## config.mk

```make
export PLATFORM = sky130hd
export DESIGN_NAME = tpc_top
export DESIGN_NICKNAME = d
export VERILOG_FILES = /design/src/tpc_pkg.sv /design/src/tpc_timebase.sv /design/src/tpc_top.sv
export SDC_FILE = /design/constraint.sdc
export NUM_CORES = 1
export LEC_CHECK = 0
export BUFFER_PORTS_ARGS = -buffer_cell sky130_fd_sc_hd__buf_2
export CORE_ASPECT_RATIO = 0.8
export CORE_UTILIZATION = 45
export CTS_BUF_LIST = sky130_fd_sc_hd__clkbuf_16
export DETAILED_ROUTE_END_ITERATION = 10
export HOLD_SLACK_MARGIN = 0.1
export PLACE_DENSITY = 0.66
export SLEW_MARGIN = 40
export SYNTH_ARGS = -nofsm -noshare
export SYNTH_HDL_FRONTEND = slang
export SYNTH_SLANG_ARGS = --single-unit
```

## constraint.sdc

```tcl
create_clock -name ref_clk -period 6.31 [get_ports ref_clk]
set_input_delay 0.9465 -clock ref_clk [delete_from_list [all_inputs] [get_ports ref_clk]]
set_output_delay 0.9465 -clock ref_clk [all_outputs]
set_load 0.005 [all_outputs]
```

## src/tpc_pkg.sv

```systemverilog
package tpc_pkg;

	// register addresses on the special function register bus
	localparam logic [7:0]  ADDR_PWM_CFG     = 8'ha1;
	localparam logic [7:0]  ADDR_MODE        = 8'hed;
	// compare/reload byte pairs: low byte at base + stride*n, high byte one above
	localparam logic [7:0]  ADDR_CMP_BASE    = 8'hc0;
	localparam logic [7:0]  ADDR_CMP_STRIDE  = 8'h02;
	localparam int          NUM_MODULES      = 3;

	// mode register fields
	localparam int          MODE_IDLE_BIT    = 7;
	localparam int          MODE_TB_LSB      = 1;
	localparam int          MODE_OVF_EN_BIT  = 0;
	localparam logic [7:0]  MODE_WMASK       = 8'h8f;
	localparam logic [7:0]  MODE_RESET       = 8'h00;

	// pwm cycle configuration register fields
	localparam int          PWM_RELOAD_BIT   = 7;
	localparam int          PWM_COV_EN_BIT   = 6;
	localparam int          PWM_COV_FLAG_BIT = 5;
	localparam int          PWM_CL_LSB       = 0;
	localparam logic [7:0]  PWM_WMASK        = 8'hc3;
	localparam logic [7:0]  PWM_RESET        = 8'h00;

	localparam logic [15:0] CMP_RESET        = 16'h0000;
	localparam logic [15:0] CNT_RESET        = 16'h0000;
	localparam logic [15:0] CNT_LAST         = 16'hffff;

	// timebase select codes
	localparam logic [2:0]  TB_DIV12         = 3'h0;
	localparam logic [2:0]  TB_DIV4          = 3'h1;
	localparam logic [2:0]  TB_TIMER0        = 3'h2;
	localparam logic [2:0]  TB_EXT_FALL      = 3'h3;
	localparam logic [2:0]  TB_SYSCLK        = 3'h4;
	localparam logic [2:0]  TB_EXT_DIV8      = 3'h5;

	// prescaler terminal counts (count runs 0..last)
	localparam logic [3:0]  DIV12_LAST       = 4'hb;
	localparam logic [3:0]  DIV4_LAST        = 4'h3;
	localparam logic [2:0]  EXT_DIV8_LAST    = 3'h7;

	// cycle length codes and the counter bits that form one pwm cycle
	localparam logic [1:0]  CL_8BIT          = 2'h0;
	localparam logic [1:0]  CL_9BIT          = 2'h1;
	localparam logic [1:0]  CL_10BIT         = 2'h2;
	localparam logic [15:0] CYC_MASK_8       = 16'h00ff;
	localparam logic [15:0] CYC_MASK_9       = 16'h01ff;
	localparam logic [15:0] CYC_MASK_10      = 16'h03ff;
	localparam logic [15:0] CYC_MASK_11      = 16'h07ff;

endpackage : tpc_pkg

```

## src/tpc_timebase.sv

```systemverilog
`timescale 1ns/1ns
// turns the selected timebase source into one-cycle count ticks
module tpc_timebase (
	input  wire logic       ref_clk,          // system clock
	input  wire logic       rst,              // synchronous reset, active high
	input  wire logic       ce,               // clock enable, freezes all state when low
	input  wire logic       suspend,          // hold prescalers and ticks
	input  wire logic [2:0] timebase_select,  // source code
	input  wire logic       timer0_overflow,  // one-cycle pulse from timer 0
	input  wire logic       ext_count_pin,    // external count input, asynchronous
	input  wire logic       ext_clk_pin,      // external clock, asynchronous
	output logic            tick              // one-cycle count pulse
);

	logic [1:0] eci_sync_q;
	logic       eci_last_q;
	logic [1:0] ext_sync_q;
	logic       ext_last_q;
	logic [3:0] div_q;
	logic [2:0] ext_div_q;
	logic       eci_fall;
	logic       ext_rise;
	logic       run;
	logic       tick_d;

	// two-stage synchronisers; edge detection only reads the second stage
	always_ff @(posedge ref_clk) begin
		if (rst) begin
			eci_sync_q <= 2'h0;
			eci_last_q <= 1'b0;
			ext_sync_q <= 2'h0;
			ext_last_q <= 1'b0;
		end else if (ce) begin
			eci_sync_q <= {eci_sync_q[0], ext_count_pin};
			eci_last_q <= eci_sync_q[1];
			ext_sync_q <= {ext_sync_q[0], ext_clk_pin};
			ext_last_q <= ext_sync_q[1];
		end
	end

	assign eci_fall = eci_last_q & ~eci_sync_q[1];
	assign ext_rise = ext_sync_q[1] & ~ext_last_q;
	assign run      = ce & ~suspend;

	// system clock prescaler, terminal count follows the selected divide
	always_ff @(posedge ref_clk) begin
		if (rst) begin
			div_q <= 4'h0;
		end else if (run) begin
			if ((timebase_select == tpc_pkg::TB_DIV12 && div_q >= tpc_pkg::DIV12_LAST) ||
			    (timebase_select == tpc_pkg::TB_DIV4 && div_q >= tpc_pkg::DIV4_LAST)) begin
				div_q <= 4'h0;
			end else begin
				div_q <= div_q + 4'h1;
			end
		end
	end

	// external clock divided by 8, counted in the system clock domain
	always_ff @(posedge ref_clk) begin
		if (rst) begin
			ext_div_q <= 3'h0;
		end else if (run && ext_rise) begin
			ext_div_q <= ext_div_q + 3'h1;
		end
	end

	// source select; reserved codes never tick
	always_comb begin
		case (timebase_select)
			tpc_pkg::TB_DIV12:    tick_d = (div_q >= tpc_pkg::DIV12_LAST);
			tpc_pkg::TB_DIV4:     tick_d = (div_q >= tpc_pkg::DIV4_LAST);
			tpc_pkg::TB_TIMER0:   tick_d = timer0_overflow;
			tpc_pkg::TB_EXT_FALL: tick_d = eci_fall;
			tpc_pkg::TB_SYSCLK:   tick_d = 1'b1;
			tpc_pkg::TB_EXT_DIV8: tick_d = ext_rise && ext_div_q == tpc_pkg::EXT_DIV8_LAST;
			default:              tick_d = 1'b0;
		endcase
	end

	always_ff @(posedge ref_clk) begin
		if (rst) begin
			tick <= 1'b0;
		end else if (ce) begin
			tick <= tick_d & ~suspend;
		end
	end

endmodule : tpc_timebase

```

## src/tpc_top.sv

```systemverilog
`timescale 1ns/1ns
module tpc_top (
	input  wire logic        ref_clk,                // system clock, 125 mhz
	input  wire logic        rst,                    // synchronous reset, active high
	input  wire logic        ce,                     // clock enable, freezes all state
	input  wire logic [7:0]  sfr_addr,               // register address
	input  wire logic        sfr_wr,                 // write strobe, one cycle
	input  wire logic        sfr_rd,                 // read strobe, one cycle
	input  wire logic [7:0]  sfr_wdata,              // write data
	output logic      [7:0]  sfr_rdata,              // read data, held until next read
	input  wire logic        cpu_idle,               // core is in idle mode
	input  wire logic        counter_run,            // run control for the shared counter
	input  wire logic        timer0_overflow,        // one-cycle pulse from timer 0
	input  wire logic        external_count_input,   // count pin, asynchronous
	input  wire logic        external_clock_input,   // external clock pin, asynchronous
	input  wire logic        counter_overflow_clear, // software clear of the counter flag
	input  wire logic [2:0]  module_pwm_enable,      // per module pwm mode bit
	input  wire logic [2:0]  module_pwm16,           // per module 16-bit pwm bit
	output logic      [15:0] shared_array_counter,   // running counter value
	output logic             counter_overflow_flag,  // sticky 16-bit rollover flag
	output logic             cycle_wrap,             // pulse, one cycle after nth-bit overflow
	output logic      [47:0] module_compare_value,   // compare values, module 0 in low bits
	output logic             array_irq               // interrupt request, level
);

	// software-visible configuration and the sticky flags
	logic [7:0]  mode_q;
	logic [7:0]  pwm_q;
	logic        cycle_overflow_flag_q;
	logic        cycle_overflow_flag_d;
	logic        cf_q;
	logic        cf_d;

	// shared counter and per-module storage
	logic [15:0] cnt_q;
	logic [15:0] cmp_q [tpc_pkg::NUM_MODULES];
	logic [15:0] reload_q [tpc_pkg::NUM_MODULES];
	logic [7:0]  view_low [tpc_pkg::NUM_MODULES];
	logic [7:0]  view_high [tpc_pkg::NUM_MODULES];

	// read path and registered outputs
	logic [7:0]  rdata_q;
	logic [7:0]  rdata_d;
	logic        irq_q;
	logic        wrap_q;

	// counting and overflow detection
	logic        suspend;
	logic        tick;
	logic        advance;
	logic [15:0] cyc_mask;
	logic        nbit_ovf;
	logic        full_ovf;

	// decoded fields, write strobes and interrupt requests
	logic        wr_mode;
	logic        wr_pwm;
	logic        reload_sel;
	logic [1:0]  cycle_length;
	logic        idle_suspend;
	logic [2:0]  timebase_select;
	logic        counter_overflow_irq_enable;
	logic        cycle_overflow_irq_enable;
	logic        counter_irq_req;
	logic        cycle_irq_req;

	// decoded configuration fields
	assign idle_suspend                = mode_q[tpc_pkg::MODE_IDLE_BIT];
	assign timebase_select             = mode_q[tpc_pkg::MODE_TB_LSB +: 3];
	assign counter_overflow_irq_enable = mode_q[tpc_pkg::MODE_OVF_EN_BIT];
	assign reload_sel                  = pwm_q[tpc_pkg::PWM_RELOAD_BIT];
	assign cycle_overflow_irq_enable   = pwm_q[tpc_pkg::PWM_COV_EN_BIT];
	assign cycle_length                = pwm_q[tpc_pkg::PWM_CL_LSB +: 2];

	// idle pauses the array only when software asked for it
	assign suspend = idle_suspend & cpu_idle;

	// register write decodes, one strobe per configuration register
	assign wr_mode = sfr_wr && sfr_addr == tpc_pkg::ADDR_MODE;
	assign wr_pwm  = sfr_wr && sfr_addr == tpc_pkg::ADDR_PWM_CFG;

	// timebase prescaler and source select
	tpc_timebase u_timebase (
		.ref_clk         (ref_clk),
		.rst             (rst),
		.ce              (ce),
		.suspend         (suspend),
		.timebase_select (timebase_select),
		.timer0_overflow (timer0_overflow),
		.ext_count_pin   (external_count_input),
		.ext_clk_pin     (external_clock_input),
		.tick            (tick)
	);

	// a tick already registered when idle begins is dropped here as well
	assign advance = tick & counter_run & ~suspend;

	// bits of the counter that make up one pwm cycle
	always_comb begin
		case (cycle_length)
			tpc_pkg::CL_8BIT:  cyc_mask = tpc_pkg::CYC_MASK_8;
			tpc_pkg::CL_9BIT:  cyc_mask = tpc_pkg::CYC_MASK_9;
			tpc_pkg::CL_10BIT: cyc_mask = tpc_pkg::CYC_MASK_10;
			default:           cyc_mask = tpc_pkg::CYC_MASK_11;
		endcase
	end

	// overflow out of bit n happens when the low n bits are all ones and advance
	assign nbit_ovf = advance && (cnt_q & cyc_mask) == cyc_mask;
	assign full_ovf = advance && cnt_q == tpc_pkg::CNT_LAST;

	// shared 16-bit counter
	// no software write path here; the counter byte registers sit outside this block
	always_ff @(posedge ref_clk) begin
		if (rst) begin
			cnt_q <= tpc_pkg::CNT_RESET;
		end else if (ce && advance) begin
			cnt_q <= cnt_q + 16'h0001;
		end
	end

	// mode register: only writable bits are stored, so unused bits stay zero
	always_ff @(posedge ref_clk) begin
		if (rst) begin
			mode_q <= tpc_pkg::MODE_RESET;
		end else if (ce && wr_mode) begin
			mode_q <= sfr_wdata & tpc_pkg::MODE_WMASK;
		end
	end

	// pwm configuration register, flag bit held separately
	always_ff @(posedge ref_clk) begin
		if (rst) begin
			pwm_q <= tpc_pkg::PWM_RESET;
		end else if (ce && wr_pwm) begin
			pwm_q <= sfr_wdata & tpc_pkg::PWM_WMASK;
		end
	end

	// cycle overflow flag: hardware set wins over a same-cycle software clear
	// a write of 1 sets it too, so software can force a cycle interrupt
	always_comb begin
		cycle_overflow_flag_d = cycle_overflow_flag_q;
		if (wr_pwm) begin
			cycle_overflow_flag_d = sfr_wdata[tpc_pkg::PWM_COV_FLAG_BIT];
		end
		if (nbit_ovf) begin
			cycle_overflow_flag_d = 1'b1;
		end
	end

	always_ff @(posedge ref_clk) begin
		if (rst) begin
			cycle_overflow_flag_q <= 1'b0;
		end else if (ce) begin
			cycle_overflow_flag_q <= cycle_overflow_flag_d;
		end
	end

	// counter overflow flag: set wins over the clear input
	// the clear is a strobe from the control register decode outside this block
	assign cf_d = full_ovf | (cf_q & ~counter_overflow_clear);

	always_ff @(posedge ref_clk) begin
		if (rst) begin
			cf_q <= 1'b0;
		end else if (ce) begin
			cf_q <= cf_d;
		end
	end

	// per module compare and reload storage
	for (genvar n = 0; n < tpc_pkg::NUM_MODULES; n++) begin : g_mod
		localparam logic [7:0] LOW_ADDR  = 8'(tpc_pkg::ADDR_CMP_BASE + tpc_pkg::ADDR_CMP_STRIDE * n);
		localparam logic [7:0] HIGH_ADDR = 8'(LOW_ADDR + 8'h01);
		logic wr_low;
		logic wr_high;
		logic reload_mode;

		assign wr_low  = sfr_wr && sfr_addr == LOW_ADDR;
		assign wr_high = sfr_wr && sfr_addr == HIGH_ADDR;
		// 16-bit modules and the 8-bit cycle never use the reload copy
		assign reload_mode = module_pwm_enable[n] & ~module_pwm16[n]
			& (cycle_length != tpc_pkg::CL_8BIT);

		// reload copy, reached only with reload-select set
		always_ff @(posedge ref_clk) begin
			if (rst) begin
				reload_q[n] <= tpc_pkg::CMP_RESET;
			end else if (ce && reload_sel) begin
				if (wr_low) begin
					reload_q[n][7:0] <= sfr_wdata;
				end
				if (wr_high) begin
					reload_q[n][15:8] <= sfr_wdata;
				end
			end
		end

		// compare register; a software write in the same cycle overrides the reload
		always_ff @(posedge ref_clk) begin
			if (rst) begin
				cmp_q[n] <= tpc_pkg::CMP_RESET;
			end else if (ce) begin
				if (nbit_ovf && reload_mode) begin
					cmp_q[n] <= reload_q[n];
				end
				if (!reload_sel && wr_low) begin
					cmp_q[n][7:0] <= sfr_wdata;
				end
				if (!reload_sel && wr_high) begin
					cmp_q[n][15:8] <= sfr_wdata;
				end
			end
		end

		assign module_compare_value[16*n +: 16] = cmp_q[n];

		// what the core sees at this module's byte addresses
		assign view_low[n]  = reload_sel ? reload_q[n][7:0] : cmp_q[n][7:0];
		assign view_high[n] = reload_sel ? reload_q[n][15:8] : cmp_q[n][15:8];
	end

	// read multiplexer; unmapped addresses read zero
	always_comb begin
		rdata_d = 8'h00;
		if (sfr_addr == tpc_pkg::ADDR_MODE) begin
			rdata_d = mode_q;
		end else if (sfr_addr == tpc_pkg::ADDR_PWM_CFG) begin
			rdata_d = pwm_q;
			rdata_d[tpc_pkg::PWM_COV_FLAG_BIT] = cycle_overflow_flag_q;
		end
		for (int n = 0; n < tpc_pkg::NUM_MODULES; n++) begin
			if (sfr_addr == 8'(tpc_pkg::ADDR_CMP_BASE + tpc_pkg::ADDR_CMP_STRIDE * n)) begin
				rdata_d = view_low[n];
			end else if (sfr_addr == 8'(tpc_pkg::ADDR_CMP_BASE
					+ tpc_pkg::ADDR_CMP_STRIDE * n + 1)) begin
				rdata_d = view_high[n];
			end
		end
	end

	// read data is captured on the strobe and held so the core can sample late
	always_ff @(posedge ref_clk) begin
		if (rst) begin
			rdata_q <= 8'h00;
		end else if (ce && sfr_rd) begin
			rdata_q <= rdata_d;
		end
	end

	// each flag asks for the shared interrupt only through its own enable bit
	assign counter_irq_req = cf_q & counter_overflow_irq_enable;
	assign cycle_irq_req   = cycle_overflow_flag_q & cycle_overflow_irq_enable;

	// interrupt request registered so the output comes straight from a flop
	always_ff @(posedge ref_clk) begin
		if (rst) begin
			irq_q <= 1'b0;
		end else if (ce) begin
			irq_q <= counter_irq_req | cycle_irq_req;
		end
	end

	// cycle boundary pulse for the pwm output stages
	always_ff @(posedge ref_clk) begin
		if (rst) begin
			wrap_q <= 1'b0;
		end else if (ce) begin
			wrap_q <= nbit_ovf;
		end
	end

	// every output is a plain copy of its flop
	assign sfr_rdata             = rdata_q;
	assign shared_array_counter  = cnt_q;
	assign counter_overflow_flag = cf_q;
	assign cycle_wrap            = wrap_q;
	assign array_irq             = irq_q;

endmodule : tpc_top

```

==> results.py <==
metrics = {
    "sta": {
        "rsz0062_at_grt": "false",
        "finalClockSkew_ns": 0.00745,
        "fmax_mhz": 296,
        "finalCritPeriodShare_pct": 53.5,
        "maxSlewHeadroom_pct": 34.4,
        "period_needed_ns": 3.38,
        "setup_tns_ns": 0,
        "slew_viol_final": 0,
        "setup_viol": 0,
        "tightest_slew_ns": 0.960,
        "final-hold-violation-count": 0,
    },
    "pwr": {
        "powerDensity_nw_per_um2": 250,
        "leakagePower_nw": 3.06,
        "vdd_ir_drop_max_mv": 0.160,
        "finalPower_mw": 2.15,
    },
    "setup_path": {
        "r2r_slack_ns": 3.22,
        "cp.arrival_ns": 3.48,
        "r2r_start": "pwm_q[7]",
        "endpoint_kind": "flop",
        "ff2ff_path_depth": 5,
        "critPathLaunchType": "primary input",
        "r2r-end": "cmp_q[1][2]",
        "cp_max_fo": 64,
        "path_class": "primary input to flop",
        "worstPathRequired_ns": 6.41,
    },
    "finish": {
        "layout_common_cells": "buf_2 (107), edfxtp_1 (96), nand2_1 (95)",
        "utilization_pct": 54.1,
        "final_nets": 845,
        "layout-drive-gt1-share_pct": 22.8,
        "synthToLayoutAreaGrowth_pct": 16.6,
        "final_common_cell": "buf_2",
        "fill_cells": 1425,
        "design_area_sq_um": 8610,
    },
    "logic_synthesis": {
        "ys_seq_area_share_pct": 52.9,
        "yosys_warnings": 0,
        "yosys.area.top_type": "edfxtp_1",
        "synth_nets": 760,
        "synth.distinct_cells": 56,
        "ys_seq_elements": 147,
        "syn_inst": 723,
        "ys_async_sr_fraction_pct": 0,
        "synth.area.top_cells": "edfxtp_1 (39%), dfxtp_1 (14%), nand2_1 (4.8%)",
        "synth_ff_type": "edfxtp_1",
        "synth_edf_count": 96,
        "syn_avg_cell_area_sq_um": 10.2,
        "syn-cell-area_sq_um": 7380,
        "synth_top_area_share_pct": 39.0,
    },
    "clock_network": {
        "clk_latency_ns": 0.43,
        "cts.htree.levels": 4,
        "postCtsHoldBufs": 0,
        "ctsResizeCount": 0,
        "cts_tree": "built",
        "path_clk_slew_ns": 0.06,
        "cts_setup_buffers": 0,
        "root_buffer": "clkbuf_16",
        "cts_made_buffers": 17,
        "clk_path_buf_depth": 2,
        "clock_sinks": 147,
    },
    "global_routing": {
        "grt_pass1_vias": 5692,
        "grt_pass1_wl_um": 32400,
        "grt_max_degree": 65,
        "groute.usage.overall_pct": 26.0,
        "overflow": 0,
        "antenna_found_initial": 2,
    },
    "hold_path": {
        "hold_depth": 2,
        "hp-start": "u_timebase.ext_div_q[1]",
        "worstHoldEndpoint": "u_timebase.ext_div_q[1]",
        "hold_path_class": "flop to flop",
    },
    "drt": {
        "num_vias": 6218,
        "ant_nets": 0,
        "avgRoutedWirePerCell_um": 21.1,
        "remaining_drc_errors": 0,
        "first_iter_violations": 643,
        "viasPerCell": 5.99,
        "dr.pass1.iters": 6,
        "drt-total-wl_um": 21900,
    },
    "run_status": {
        "status": "finished, final reports clean",
    },
    "placement": {
        "gp_congestion": 0.966,
        "dpl_cell_area_sq_um": 8020,
        "port_buffers": 107,
        "dp_hpwl_um": 15400,
    },
    "floorplanning": {
        "initial_core_util_pct": 46.4,
        "die_area_sq_um": 16900,
        "die_w_um": 145,
        "die_h_um": 117,
        "ios": 108,
        "core_region_area_sq_um": 15900,
        "rows": 41,
    },
    "job": {
        "cap_viol_max_count": 0,
    },
}
-- through the flow --
| stage | hold WS, ns | cells | worst slack [ns] |
|---|---|---|---|
| final | 0.463 | 1038 | 2.93 |
| after global routing | 0.490 | 1038 | 2.74 |
| after CTS | 0.466 | 1034 | 2.71 |
| after detailed placement | 0.458 | 1002 | 2.26 |
| after global placement | 0.445 | 1002 | 2.48 |
| after floorplan | 0.440 | 723 | 3.27 |
-- final cells by class --
type	count	area, sq um	share of cell area, %
clock inverter	15	118	1.37
timing repair buffer	113	581	6.74
sequential	147	3910	45.4
antenna	2	5.00	0.0581
tap	215	269	3.12
multi-input combinational	518	3270	37.9
clock buffer	17	425	4.94
inverter	11	41.3	0.480
-- metal layers --
metal,up-vias,track usage (%),wire length [um]
met5,-,0,0
met4,0,11.0,554
met3,43,6.09,1980
met2,330,39.1,9590
met1,2980,36.1,9740
li1,2865,-,-
-- synth_stat cells, types with 3 or more instances --
cell and count:
nand2_1 95, o21ai_2 6, buf_1 5, dfxtp_1 51, o31ai_1 3, xor2_1 13, a221o_1 6, buf_6 3
mux4_2 3, and3_1 4, edfxtp_1 96, clkbuf_1 30, a21oi_1 18, mux2i_1 34, and2_1 12, xnor2_1 5
a22oi_1 5, o21ai_1 6, nor2_1 53, nor3_1 36, nand4_1 12, o21ai_0 56, o22ai_1 8, a211oi_1 6
ha_1 4, a221oi_1 6, inv_1 11, nor4_1 18, or3_1 7, buf_2 8, mux2_2 20, nand3_1 32
a32oi_1 8, nand2b_1 9, nor2b_1 8
-- state kept, by name, indices dropped and copies added (netlist names), 3 cells and up --
register              cells
reload_q                 48
u_timebase.ext_div_q      3
cmp_q                    48
sfr_rdata                 8
mode_q                    5
u_timebase.div_q          4
pwm_q                     4
shared_array_counter     16
-- power breakdown --
| part | switching (mW) | internal (mW) | total (mW) |
|---|---|---|---|
| registers | 0.0205 | 1.05 | 1.07 |
| clock network | 0.402 | 0.535 | 0.937 |
| logic | 0.0962 | 0.0451 | 0.141 |
-- cell families (layout without fill, tap and decap cells) --
| logic type | after synthesis | count (layout) | synth area share, % |
|---|---|---|---|
| buffers and inverters | 58 | 156 | 3.44 |
| multiplexers | 57 | 57 | 8.57 |
| AND/OR/NAND/NOR | 301 | 301 | 20.4 |
| flip-flops | 147 | 147 | 52.9 |
| adder cells (fa/ha/maj) | 4 | 4 | 0.678 |
| other | 0 | 2 | 0 |
| AO/OA/AOI/OAI | 138 | 138 | 11.9 |
| XOR/XNOR | 18 | 18 | 2.13 |
-- worst max-delay path: stages --
cell and delay [ns]:
buf_2 0.10, buf_4 0.32, nor4bb_1 0.62, nand3_1 0.43
nor2_2 0.63, or3_1 0.40
-- worst max path at each step --
| stage | start | end | slack [ns] | depth (start not counted) |
|---|---|---|---|---|
| 2_1_floorplan | ce | cmp_q[1][0] | 3.27 | 7 |
| 3_3_place_gp | rst | cmp_q[1][2] | 2.48 | 6 |
| 3_5_place_dp | rst | cmp_q[1][10] | 2.26 | 6 |
| 4_1_cts | rst | cmp_q[1][10] | 2.71 | 6 |
| 5_1_grt | rst | cmp_q[1][0] | 2.74 | 6 |
| 6_report | rst | cmp_q[1][2] | 2.93 | 6 |
No activity file was read; power rests on OpenSTA's default activity.
